## src/rtl/brt_rx_regs.svh

```systemverilog
// Constants for the single-wire brightness command receiver.
// Assumes a 200 MHz aclk; included by bare name.
// What this block does
// - A frame is 24 bits: 16-bit data then 8-bit address.
// - Address sits in frame bits 23 down to 16, so it arrives last.
// - Brightness code is frame bits 8 down to 0, bit 8 most significant.
// - Bit 10 requests acknowledge; good frame then pulls the line low.
// - Malformed or incomplete frames never get an acknowledge pulse.
// - Self-timed decoder accepts any rate from 1.7 to 160 kbit/s.
// - Falling edge to falling edge; low twice high is 0, high twice low is 1.
// - After a validation delay the acknowledge low lasts at most 512 us.
// - Brightness powers up all ones and returns there when disabled.
`ifndef BRT_RX_REGS_SVH
`define BRT_RX_REGS_SVH

// ****************************************
// Frame layout
// ****************************************
`define FRAME_BITS 24
`define DEV_ADDR 8'h8F
`define ADDR_TOP 23
`define ADDR_BOT 16
`define ACK_REQ_BIT 10
`define BRT_TOP 8
`define BRT_DEFAULT 9'h1FF

// ****************************************
// Timing
// ****************************************
`define CLK_MHZ 200
`define MIN_BIT_RATE_HZ 1700
`define BIT_TIMEOUT_CYC ((`CLK_MHZ * 1000000) / `MIN_BIT_RATE_HZ)
`define ACK_LOW_TIME_US 512
`define ACK_LOW_CYC (`ACK_LOW_TIME_US * `CLK_MHZ)
`define ACK_DELAY_NS 1000
`define ACK_DELAY_CYC ((`ACK_DELAY_NS * `CLK_MHZ + 999) / 1000)

// ****************************************
// Register map
// ****************************************
`define REG_CTRL 8'h00
`define REG_BRIGHT 8'h04
`define REG_STATUS 8'h08
`define CTRL_EN_BIT 0
`define CTRL_RESET 1'b1
`define ST_GOOD_BIT 0
`define ST_BAD_BIT 1
`define ST_MISS_BIT 2
`define ST_ACK_BIT 3
`define ST_CNT_LSB 8
`define RESP_OKAY 2'h0
`define RESP_SLVERR 2'h2

`endif

```

## src/rtl/brt_rx_pkg.sv

```systemverilog
// Types for the single-wire brightness command receiver.
// Assumes nothing beyond the constants header.
package brt_rx_pkg;

    typedef enum logic [4:0] {
        ST_IDLE  = 5'b00001,
        ST_LOW   = 5'b00010,
        ST_HIGH  = 5'b00100,
        ST_VALID = 5'b01000,
        ST_ACK   = 5'b10000
    } rx_state_type;

endpackage

```

## src/rtl/pin_sync.sv

```systemverilog
// Three-stage synchroniser for an asynchronous pin.
// Assumes aclk and synchronous active-low aresetn.
`timescale 1ns/1ps
module pin_sync #(
    parameter logic RESET_LEVEL = 1'b1
) (
    // Clock and reset
    input wire logic aclk,
    input wire logic aresetn,
    // Pin and filtered level
    input wire logic pin,
    output logic level
);

    logic ff1_r;
    logic ff2_r;
    logic ff3_r;

    // ****************************************
    // Chain and agreement filter
    // ****************************************
    always_ff @(posedge aclk) begin
        if (!aresetn) begin
            ff1_r <= RESET_LEVEL;
            ff2_r <= RESET_LEVEL;
            ff3_r <= RESET_LEVEL;
        end else begin
            ff1_r <= pin;
            ff2_r <= ff1_r;
            ff3_r <= ff2_r;
        end
    end

    always_ff @(posedge aclk) begin
        if (!aresetn) begin
            level <= RESET_LEVEL;
        end else if (ff2_r == ff3_r) begin
            level <= ff3_r;
        end
    end

endmodule

```

## src/rtl/one_wire_brightness_cmd_rx.sv

```systemverilog
// Single-wire brightness command receiver with AXI4-Lite registers.
// Assumes an open-drain line with external pull-up and a 200 MHz aclk.
//
// The implementer's own choices: the register offsets and the AXI4-Lite interface to the registers.
`timescale 1ns/1ps
`include "brt_rx_regs.svh"
module one_wire_brightness_cmd_rx import brt_rx_pkg::*; #(
    parameter logic [17:0] BIT_TIMEOUT = 18'(`BIT_TIMEOUT_CYC),
    parameter logic [17:0] ACK_LOW = 18'(`ACK_LOW_CYC),
    parameter logic [17:0] ACK_DELAY = 18'(`ACK_DELAY_CYC)
) (
    // Clock and reset
    input wire logic aclk,
    input wire logic aresetn,
    // AXI4-Lite write
    input wire logic [7:0] awaddr,
    input wire logic awvalid,
    output logic awready,
    input wire logic [31:0] wdata,
    input wire logic [3:0] wstrb,
    input wire logic wvalid,
    output logic wready,
    output logic [1:0] bresp,
    output logic bvalid,
    input wire logic bready,
    // AXI4-Lite read
    input wire logic [7:0] araddr,
    input wire logic arvalid,
    output logic arready,
    output logic [31:0] rdata,
    output logic [1:0] rresp,
    output logic rvalid,
    input wire logic rready,
    // Command line
    input wire logic line_in,
    output logic line_out,
    output logic line_oe_n,
    // Brightness result
    output logic [8:0] brightness_code,
    output logic ack_active
);

    rx_state_type state_r;
    logic line_lvl;
    logic prev_r;
    logic [17:0] cnt_r;
    logic [17:0] low_len_r;
    logic [4:0] nbits_r;
    logic bad_r;
    logic [23:0] sr_r;
    logic ctrl_en_r;
    logic [2:0] stat_r;
    logic [7:0] good_cnt_r;
    logic aw_hold_r;
    logic w_hold_r;
    logic [7:0] awaddr_r;
    logic [31:0] wdata_r;
    logic [3:0] wstrb_r;
    logic rise;
    logic fall;
    logic bit_one;
    logic bit_zero;
    logic bit_bad;
    logic addr_ok;
    logic frame_end;
    logic frame_ok;
    logic abort_evt;
    logic wr_fire;
    logic [2:0] stat_set;
    logic [2:0] stat_clr;

    // ****************************************
    // Line sampling and bit decode
    // ****************************************
    pin_sync #(
        .RESET_LEVEL(1'b1)
    ) u_sync (
        .aclk(aclk),
        .aresetn(aresetn),
        .pin(line_in),
        .level(line_lvl)
    );

    always_ff @(posedge aclk) begin
        if (!aresetn) begin
            prev_r <= 1'b1;
        end else begin
            prev_r <= line_lvl;
        end
    end

    assign rise = line_lvl & ~prev_r;
    assign fall = ~line_lvl & prev_r;
    assign bit_one = {1'b0, cnt_r} >= {low_len_r, 1'b0};
    assign bit_zero = {1'b0, low_len_r} >= {cnt_r, 1'b0};
    assign bit_bad = ~bit_one & ~bit_zero;
    assign addr_ok = sr_r[`ADDR_TOP:`ADDR_BOT] == `DEV_ADDR;
    assign frame_end = (state_r == ST_VALID) && (cnt_r == ACK_DELAY - 18'h0_0001);
    assign frame_ok = ~bad_r & addr_ok;
    assign abort_evt = ((state_r == ST_LOW) || (state_r == ST_HIGH)) && (cnt_r >= BIT_TIMEOUT) && (nbits_r != 5'h00);

    // ****************************************
    // Receive sequencer
    // ****************************************
    always_ff @(posedge aclk) begin
        if (!aresetn || !ctrl_en_r) begin
            state_r <= ST_IDLE;
            cnt_r <= 18'h0_0000;
            low_len_r <= 18'h0_0000;
            nbits_r <= 5'h00;
            bad_r <= 1'b0;
        end else begin
            case (state_r)
                ST_IDLE: begin
                    cnt_r <= 18'h0_0000;
                    nbits_r <= 5'h00;
                    bad_r <= 1'b0;
                    if (fall) begin
                        state_r <= ST_LOW;
                    end
                end
                ST_LOW: begin
                    cnt_r <= cnt_r + 18'h0_0001;
                    if (rise) begin
                        low_len_r <= cnt_r;
                        cnt_r <= 18'h0_0000;
                        state_r <= ST_HIGH;
                    end else if (cnt_r >= BIT_TIMEOUT) begin
                        state_r <= ST_IDLE;
                    end
                end
                ST_HIGH: begin
                    cnt_r <= cnt_r + 18'h0_0001;
                    if (fall) begin
                        cnt_r <= 18'h0_0000;
                        nbits_r <= nbits_r + 5'h01;
                        bad_r <= bad_r | bit_bad;
                        if (nbits_r == 5'(`FRAME_BITS - 1)) begin
                            state_r <= ST_VALID;
                        end else begin
                            state_r <= ST_LOW;
                        end
                    end else if (cnt_r >= BIT_TIMEOUT) begin
                        state_r <= ST_IDLE;
                    end
                end
                ST_VALID: begin
                    cnt_r <= cnt_r + 18'h0_0001;
                    if (frame_end) begin
                        cnt_r <= 18'h0_0000;
                        if (frame_ok && sr_r[`ACK_REQ_BIT]) begin
                            state_r <= ST_ACK;
                        end else begin
                            state_r <= ST_IDLE;
                        end
                    end
                end
                ST_ACK: begin
                    cnt_r <= cnt_r + 18'h0_0001;
                    if (cnt_r == ACK_LOW - 18'h0_0001) begin
                        state_r <= ST_IDLE;
                    end
                end
                default: begin
                    state_r <= ST_IDLE;
                end
            endcase
        end
    end

    // Shift in least significant bit first
    always_ff @(posedge aclk) begin
        if (!aresetn) begin
            sr_r <= 24'h00_0000;
        end else if (state_r == ST_HIGH && fall) begin
            sr_r <= {bit_one, sr_r[23:1]};
        end
    end

    // ****************************************
    // Brightness and acknowledge
    // ****************************************
    always_ff @(posedge aclk) begin
        if (!aresetn || !ctrl_en_r) begin
            brightness_code <= `BRT_DEFAULT;
        end else if (frame_end && frame_ok) begin
            brightness_code <= sr_r[`BRT_TOP:0];
        end
    end

    always_ff @(posedge aclk) begin
        if (!aresetn) begin
            line_oe_n <= 1'b1;
        end else begin
            line_oe_n <= ~(ctrl_en_r && frame_end && frame_ok && sr_r[`ACK_REQ_BIT])
                         & ~(state_r == ST_ACK && cnt_r != ACK_LOW - 18'h0_0001 && ctrl_en_r);
        end
    end

    assign line_out = 1'b0;
    assign ack_active = ~line_oe_n;

    // ****************************************
    // Status
    // ****************************************
    assign stat_set = {frame_end & ~bad_r & ~addr_ok, abort_evt | (frame_end & bad_r), frame_end & frame_ok};
    assign stat_clr = (wr_fire && awaddr_r == `REG_STATUS && wstrb_r[0]) ? wdata_r[2:0] : 3'h0;

    always_ff @(posedge aclk) begin
        if (!aresetn) begin
            stat_r <= 3'h0;
        end else begin
            stat_r <= (stat_r & ~stat_clr) | stat_set;
        end
    end

    always_ff @(posedge aclk) begin
        if (!aresetn) begin
            good_cnt_r <= 8'h00;
        end else if (frame_end && frame_ok) begin
            good_cnt_r <= good_cnt_r + 8'h01;
        end
    end

    // ****************************************
    // AXI4-Lite slave
    // ****************************************
    assign awready = ~aw_hold_r & ~bvalid;
    assign wready = ~w_hold_r & ~bvalid;
    assign arready = ~rvalid;
    assign wr_fire = aw_hold_r & w_hold_r;

    always_ff @(posedge aclk) begin
        if (!aresetn) begin
            aw_hold_r <= 1'b0;
            awaddr_r <= 8'h00;
        end else if (awvalid && awready) begin
            aw_hold_r <= 1'b1;
            awaddr_r <= awaddr;
        end else if (wr_fire) begin
            aw_hold_r <= 1'b0;
        end
    end

    always_ff @(posedge aclk) begin
        if (!aresetn) begin
            w_hold_r <= 1'b0;
            wdata_r <= 32'h0000_0000;
            wstrb_r <= 4'h0;
        end else if (wvalid && wready) begin
            w_hold_r <= 1'b1;
            wdata_r <= wdata;
            wstrb_r <= wstrb;
        end else if (wr_fire) begin
            w_hold_r <= 1'b0;
        end
    end

    always_ff @(posedge aclk) begin
        if (!aresetn) begin
            bvalid <= 1'b0;
            bresp <= `RESP_OKAY;
        end else if (wr_fire) begin
            bvalid <= 1'b1;
            bresp <= (awaddr_r == `REG_CTRL || awaddr_r == `REG_BRIGHT || awaddr_r == `REG_STATUS) ?
                     `RESP_OKAY : `RESP_SLVERR;
        end else if (bready) begin
            bvalid <= 1'b0;
        end
    end

    always_ff @(posedge aclk) begin
        if (!aresetn) begin
            ctrl_en_r <= `CTRL_RESET;
        end else if (wr_fire && awaddr_r == `REG_CTRL && wstrb_r[0]) begin
            ctrl_en_r <= wdata_r[`CTRL_EN_BIT];
        end
    end

    always_ff @(posedge aclk) begin
        if (!aresetn) begin
            rvalid <= 1'b0;
            rdata <= 32'h0000_0000;
            rresp <= `RESP_OKAY;
        end else if (arvalid && arready) begin
            rvalid <= 1'b1;
            rresp <= `RESP_OKAY;
            case (araddr)
                `REG_CTRL: rdata <= {31'h0000_0000, ctrl_en_r};
                `REG_BRIGHT: rdata <= {23'h00_0000, brightness_code};
                `REG_STATUS: rdata <= {16'h0000, good_cnt_r, 4'h0, ack_active, stat_r};
                default: begin
                    rdata <= 32'h0000_0000;
                    rresp <= `RESP_SLVERR;
                end
            endcase
        end else if (rready) begin
            rvalid <= 1'b0;
        end
    end

    // ****************************************
    // Checks
    // ****************************************
    logic [17:0] drive_len_r;

    always_ff @(posedge aclk) begin
        if (!aresetn || line_oe_n) begin
            drive_len_r <= 18'h0_0000;
        end else begin
            drive_len_r <= drive_len_r + 18'h0_0001;
        end
    end
endmodule

```

## config.mk

```make
export PLATFORM = sky130hd
export DESIGN_NAME = one_wire_brightness_cmd_rx
export DESIGN_NICKNAME = d
export VERILOG_FILES = /design/src/rtl/brt_rx_pkg.sv /design/src/rtl/pin_sync.sv /design/src/rtl/one_wire_brightness_cmd_rx.sv
export VERILOG_INCLUDE_DIRS = /design/src /design/src/rtl
export SDC_FILE = /design/constraint.sdc
export NUM_CORES = 1
export LEC_CHECK = 0
export ABC_AREA = 1
export BUFFER_PORTS_ARGS = -buffer_cell sky130_fd_sc_hd__buf_2
export CORE_MARGIN = 8
export CORE_UTILIZATION = 60
export CTS_CLUSTER_DIAMETER = 100
export DETAILED_ROUTE_END_ITERATION = 10
export PLACE_DENSITY_LB_ADDON = 0.2
export REMOVE_ABC_BUFFERS = 1
export SYNTH_ARGS = -nofsm -noshare
export SYNTH_HDL_FRONTEND = slang
export SYNTH_SLANG_ARGS = --single-unit
```

## constraint.sdc

```tcl
create_clock -name aclk -period 3.2 [get_ports aclk]
set_input_delay 0.32 -clock aclk [delete_from_list [all_inputs] [get_ports aclk]]
set_output_delay 0.32 -clock aclk [all_outputs]
set_load 0.01 [all_outputs]
```

* Yosys cells after proc, flatten, opt, wreduce, memory -nomap -nowiden
Index checks and enable logic that the tools add are counted.
Widths: inputs -> output; s select.
** Storage, ports and cells
- Bits in read-only memories :: 0
- Register bits :: 150
- Memories :: 0
- Output and inout bits :: 53
- Input port bits :: 60
- Memory bits (writable) :: 0
- Logic and storage cells :: 146
- Latch bits :: 0
** Operators by class
- Equal/unequal tests :: 19
- Order comparisons :: 3
- Bitwise logic cells :: 30
- Reductions and logical operators :: 37
- $mul :: 0
- $add $sub $neg :: 3
- Divide/modulo/power cells :: 0
- Mux-type cells :: 28
- Shift-type cells :: 0
** Operator list (count)
- $pmux 18 s5 :: 1
- $mux 18 :: 3
- $pmux 16 s3 :: 1
- $mux 5 :: 8
- $ge 18x19->1 :: 2
- $pmux 5 s5 :: 1
- $add 18x1->18 const B :: 1
- $eq 18x17->1 const B :: 1
- $eq 18x8->1 const B :: 1
- $ge 18x17->1 const B :: 1
- $logic_and 1x1->1 :: 18
- $ne 18x17->1 const B :: 1
- $eq 8x3->1 const B :: 2
- $eq 8x4->1 const B :: 2
- $logic_not 8->1 :: 2
- $not 1->1 :: 13
- $and 1x1->1 :: 12
- $eq 5x5->1 const B :: 2
- $pmux 5 s2 :: 1
- $reduce_bool 2->1 :: 5
- $reduce_bool 5->1 :: 2
- $add 8x1->8 const B :: 1
- $eq 8x8->1 const B :: 1
- $mux 1 :: 8
- 20 further kinds :: 30

* Depth between registers and ports, before layout
- Depth in word-level cells :: 7
- Gate-level depth with buffers :: 13
- Depth with buffers taken out :: 13

* By module
Synthesis repeated with hierarchy kept, for this count alone.
** Unflattened totals
- Cells, all modules :: 988
- Area total of the unflattened synthesis :: 6886.6 um^2
** Modules (own cells, without submodules)
- one_wire_brightness_cmd_rx :: seq. area each 2562.5 um^2, times used 1, area an instance 6752.7 um^2, cells an instance 971
- pin_sync :: seq. area each 80.1 um^2, times used 1, area an instance 133.9 um^2, cells an instance 17

* Worst setup path after synthesis
Ideal clock, no wire load.
- Path kind :: reg2reg
- Start point :: register cnt_r[0]
- End point :: register brightness_code[1]
- Required time :: 3081 ps
- Buffers on the path :: 1
- Path slack :: 1551 ps
- Cell stages (with the launch flop) :: 12
- Data arrival time :: 1530 ps
- Cell sequence :: dfxtp_1 -> ha_1 -> nand2_2 -> clkinv_1 -> nand3_2 -> nor2_2 -> nand2_2 -> nor2_4 -> nand2_4 -> buf_6 -> a21oi_2 -> o21ai_1
** On the way
- Longest elaborated chain between the ends :: 3
** Ends and longest elaborated chain
- from (decl) :: RTL line one_wire_brightness_cmd_rx.sv:46 : logic [17:0] cnt_r;
- from (signal assigned) :: RTL line one_wire_brightness_cmd_rx.sv:123 : cnt_r <= cnt_r + 18'h0_0001;
- from (signal assigned) :: RTL line one_wire_brightness_cmd_rx.sv:133 : cnt_r <= cnt_r + 18'h0_0001;
- from (signal assigned) :: RTL line one_wire_brightness_cmd_rx.sv:148 : cnt_r <= cnt_r + 18'h0_0001;
- $eq 18x8->1 :: RTL line one_wire_brightness_cmd_rx.sv:98 : assign frame_end = (state_r == ST_VALID) && (cnt_r == ACK_DELAY - 18'h0_0001);
- $logic_and 1x1->1 :: RTL line one_wire_brightness_cmd_rx.sv:98
- $logic_and 1x1->1 :: RTL line one_wire_brightness_cmd_rx.sv:186 : end else if (frame_end && frame_ok) begin
- to (signal assigned) :: RTL line one_wire_brightness_cmd_rx.sv:185 : brightness_code <= `BRT_DEFAULT;
- to (signal assigned) :: RTL line one_wire_brightness_cmd_rx.sv:187 : brightness_code <= sr_r[`BRT_TOP:0];
- to (decl) :: RTL line one_wire_brightness_cmd_rx.sv:39 : output logic [8:0] brightness_code,
Every way passes these cells.
A chain may end at the register's enable or synchronous reset.

* Worst setup path in the final report
- Start point :: register cnt_r[0]
- End point :: register good_cnt_r[4]
** On the way
- Longest elaborated chain between the ends :: 3
** Ends and longest elaborated chain
- $eq 18x8->1 :: RTL line one_wire_brightness_cmd_rx.sv:98
- $logic_and 1x1->1 :: RTL line one_wire_brightness_cmd_rx.sv:98
- $logic_and 1x1->1 :: RTL line one_wire_brightness_cmd_rx.sv:220 : end else if (frame_end && frame_ok) begin
- to (signal assigned) :: RTL line one_wire_brightness_cmd_rx.sv:221 : good_cnt_r <= good_cnt_r + 8'h01;
- to (decl) :: RTL line one_wire_brightness_cmd_rx.sv:53 : logic [7:0] good_cnt_r;
Every way passes these cells.

==> run summary <==
GLOBAL ROUTE
--------------------------------------------------------------------------------------------------
Initial antenna violation count                                                                  0
Overall track demand over capacity in global routing                                        22.15%
Number of global-route vias before repair                                                     5835
Grt ovf                                                                                          0
Wire length of the first global-routing pass                                              27.21 mm
Maximum number of pins on one net before global-route repair                                    47

DRT
--------------------------------------------------------------------------------------------------
Routed via count                                                                              6437
Post-route DRC violation count                                                                   0
Residual antenna-violating net count after detailed routing                                      0
Length of routed wiring on met1                                                           7.688 mm
First-pass iteration count of the detailed router                                                5
Wire length on met2                                                                       7.795 mm
Starting DRC count in detailed routing                                                         446
Drt wl/cell                                                                               13.90 um
DR top layer                                                                                  met4
Routed length on met3                                                                       883 um
Final wirelength                                                                          16.74 mm
Per-cell via count in the routed design                                                      5.346

FINISH
--------------------------------------------------------------------------------------------------
Fraction of layout cells with a size suffix above 1                                         13.29%
FF+latch area                                                                             2643 um2
Finished Core Util                                                                          68.74%
Number of diodes added for antenna fixing                                                        0
Layout net count                                                                              1146
Multi-input gate area in the final layout                                                 3660 um2
Synthesis-to-layout area growth                                                             12.22%
Number of filler instances in the final layout                                                1022

CTS
--------------------------------------------------------------------------------------------------
Clock transition time at the flip-flop clock pins of the worst setup and hold paths        0.06 ns
Hold buffer count at CTS                                                                         0
Clk Tree Root Cell                                                                       clkbuf_16
Post-CTS repair timing setup buffer count                                                        0
TritonCTS clock tree                                                                          done
Clock tree sinks                                                                               132
TritonCTS Buffers                                                                               17
Worst skew pair latency                                                                    0.42 ns
CTS max path bufs                                                                                2
Number of instances resized during post-cts repair                                               0
H-tree level count                                                                               4

FLOORPLAN
--------------------------------------------------------------------------------------------------
Die Height                                                                                123.7 um
Width of the die                                                                          123.7 um
Full die area                                                                            15310 um2
IO Pins                                                                                        113
Initial standard-cell utilization of the core                                               61.25%
Core box area                                                                            11370 um2
Total number of placement rows                                                                  39

PLACE
--------------------------------------------------------------------------------------------------
Global placer's final weighted congestion                                                   0.8702
Worst slack at placement                                                                  1.067 ns
Post-DP HPWL                                                                              12.13 mm
Count of buffers inserted at the top-level ports                                                61

PWR
--------------------------------------------------------------------------------------------------
Seq pwr share                                                                                45.5%
Internal Pwr Total                                                                         2777 uW
Leakage Power                                                                          0.003646 uW
Power spent charging and discharging nets                                                 935.7 uW
Total power consumption of the routed design                                               3713 uW
Switching part of the total power                                                           25.20%
Relative contribution of the clock network to total power                                    48.5%
VDD IR max                                                                               0.4920 mV
Power per cell area                                                                   475.1 nW/um2
Combinational share of power                                                                  6.0%

CRITICAL PATH
--------------------------------------------------------------------------------------------------
Category of the worst setup path launch point                                                 flop
Critical path start-end classification                                                flop to flop
Buf+Inv Stages, Crit Path                                                                        0
Slowest cell on crit path                                                                  dfxtp_1
Ordered cell list for the critical path                                               ha_1 -> nand3_1 -> nor3_1 -> nand2_1 -> nor3_2 -> nand3_1 -> nand2_1 -> a21oi_1
Crit-path max cell delay                                                                   0.46 ns
Critical path fanouts, max                                                                       7
Endpoint required time on the critical path                                                3.45 ns
CP arrival                                                                                 2.45 ns
Type of destination of the critical path                                                      flop
Family of cells with the greatest summed delay on the critical path                   simple AND/OR/NAND/NOR gates

TIMING
--------------------------------------------------------------------------------------------------
Final Hold Viols                                                                                 0
Final worst-path setup slack                                                              1.002 ns
Setup_tns                                                                                     0 ns
Post-route fraction of the period consumed by the critical path                             68.70%
Setup violators final                                                                            0
Actual slew at the worst max-slew pin                                                    0.9829 ns
Worst rel slew slack                                                                        34.40%
Maximum clock frequency                                                                  454.9 MHz
Setup skew after layout                                                                 0.01321 ns
Pins Over Slew Limit                                                                             0
RSZ-0062 raised after global routing                                                         false
Minimum clock period                                                                      2.198 ns

SYNTHESIS
--------------------------------------------------------------------------------------------------
Cell taking the most area after synthesis                                                  dfxtp_1
Fraction of synthesized cell area taken by the top area cell type                           37.94%
Leading post-synthesis cells by cell area                                             dfxtp_1 (38%), nand2_1 (11%), nor2_1 (7.0%)
Syn_area_per_cell                                                                        6.999 um2
Number of distinct library cells after synthesis                                                40
Flip-flop and latch count after synthesis                                                      132
Count of synthesis-stage warnings from yosys                                                     0
Sequential area share after synthesis                                                       37.94%
Number of cells produced by synthesis                                                          995
Post-Syn Area                                                                             6964 um2

WORST HOLD PATH
--------------------------------------------------------------------------------------------------
Class of the most critical hold timing path                                           input pin to flop

JOB
--------------------------------------------------------------------------------------------------
Number of maximum-capacitance constraint violations                                              0

RUN STATUS
--------------------------------------------------------------------------------------------------
Result of the run                                                                        completed

==> worst register-to-register path: cells and delay by family, from the launching register on <==
family | cells | cell delay [ns]
and+or+nand+nor | 6 | 1.22
DFF | 1 | 0.46
AOI/OAI and AO/OA | 1 | 0.06
adders and majority gates | 1 | 0.29
==> power by group through the flow <==
stage                     sequential [uW]  combinational (uW)  clock (uW)
after detailed placement             1720                 220           0
after global placement               1720                 216           0
after CTS                            1690                 221        1810
after floorplan                      1720                 139           0
final                                1690                 223        1800
after global routing                 1690                 248        1890
==> path summary, 6_finish.rpt <==
kind	from	endpoint	slack (ns)	depth (start not counted)
setup / recovery	cnt_r[0]$_SDFFE_PP0P_	good_cnt_r[4]$_SDFFE_PN0P_	1.00	8
hold reg to reg	u_sync.ff1_r$_SDFF_PN1_	u_sync.ff2_r$_SDFF_PN1_	0.42	1
setup reg to reg	cnt_r[0]$_SDFFE_PP0P_	good_cnt_r[4]$_SDFFE_PN0P_	1.00	8
hold / removal	line_in	u_sync.ff1_r$_SDFF_PN1_	0.09	2
==> state kept, by name, indices dropped and copies added (netlist names), 3 cells and up <==
name	cells
awaddr_r	8
brightness_code	9
cnt_r	18
good_cnt_r	8
low_len_r	18
nbits_r	5
rdata	16
sr_r	24
stat_r	3
state_r	5
wdata_r	3
==> through the flow <==
step	std cells	cell area (um2)	hold slack (ns)
after floorplan	962	6731	0.3888
after global placement	1172	7263	0.4065
after detailed placement	1172	7263	0.4042
after CTS	1204	7815	0.08717
after global routing	1204	7815	0.09592
final	1204	7815	0.09321
==> kinds of logic after synthesis <==
logic type | after synthesis | synth area share [%]
and+or+nand+nor | 459 | 28.69
adders and majority gates | 38 | 6.827
other | 1 | 0.05385
AOI/OAI and AO/OA | 189 | 14.71
xor gates and xnor gates | 10 | 1.258
DFF | 132 | 37.94
buffers and inverters | 166 | 10.51
==> cells in the mapped netlist (all sizes together) <==
cell    number
a21oi       96
conb         1
or2          6
o211ai       5
a21o         2
a22oi        2
xor2         6
buf         32
xnor2        4
inv        110
a31oi        2
nand3       54
clkbuf      19
dfxtp      132
nor3        19
nor4         6
nand2      215
o21ai       76
o31ai        1
nor2       135
nand4       24
clkinv       5
a211oi       1
o21bai       2
o21a         2
ha          38
==> area by class of cell <==
| class | instances | area share [%] |
|---|---|---|
| clock inverter | 13 | 1.265 |
| timing repair buffer | 67 | 4.483 |
| inverter | 115 | 5.524 |
| clock buffer | 19 | 5.796 |
| multi-input combinational | 715 | 46.83 |
| sequential | 132 | 33.81 |
| tap | 143 | 2.289 |
==> cell usage in the layout (no fill, tap or decap), types with 19 or more instances in the layout <==
cell and instances:
nand2_1 210, a21oi_1 91, nand4_1 24, o21ai_0 69, nor2_1 128, inv_1 104, conb_1 19, nand3_1 50
dfxtp_1 132, ha_1 38, buf_2 61
==> layer usage <==
metal	GRT usage (%)	up-vias
met5	0	-
met4	9.105	0
met1	28.71	2913
met2	34.69	163
met3	5.349	37
li1	-	3324
(Power assumes the default switching activity.)
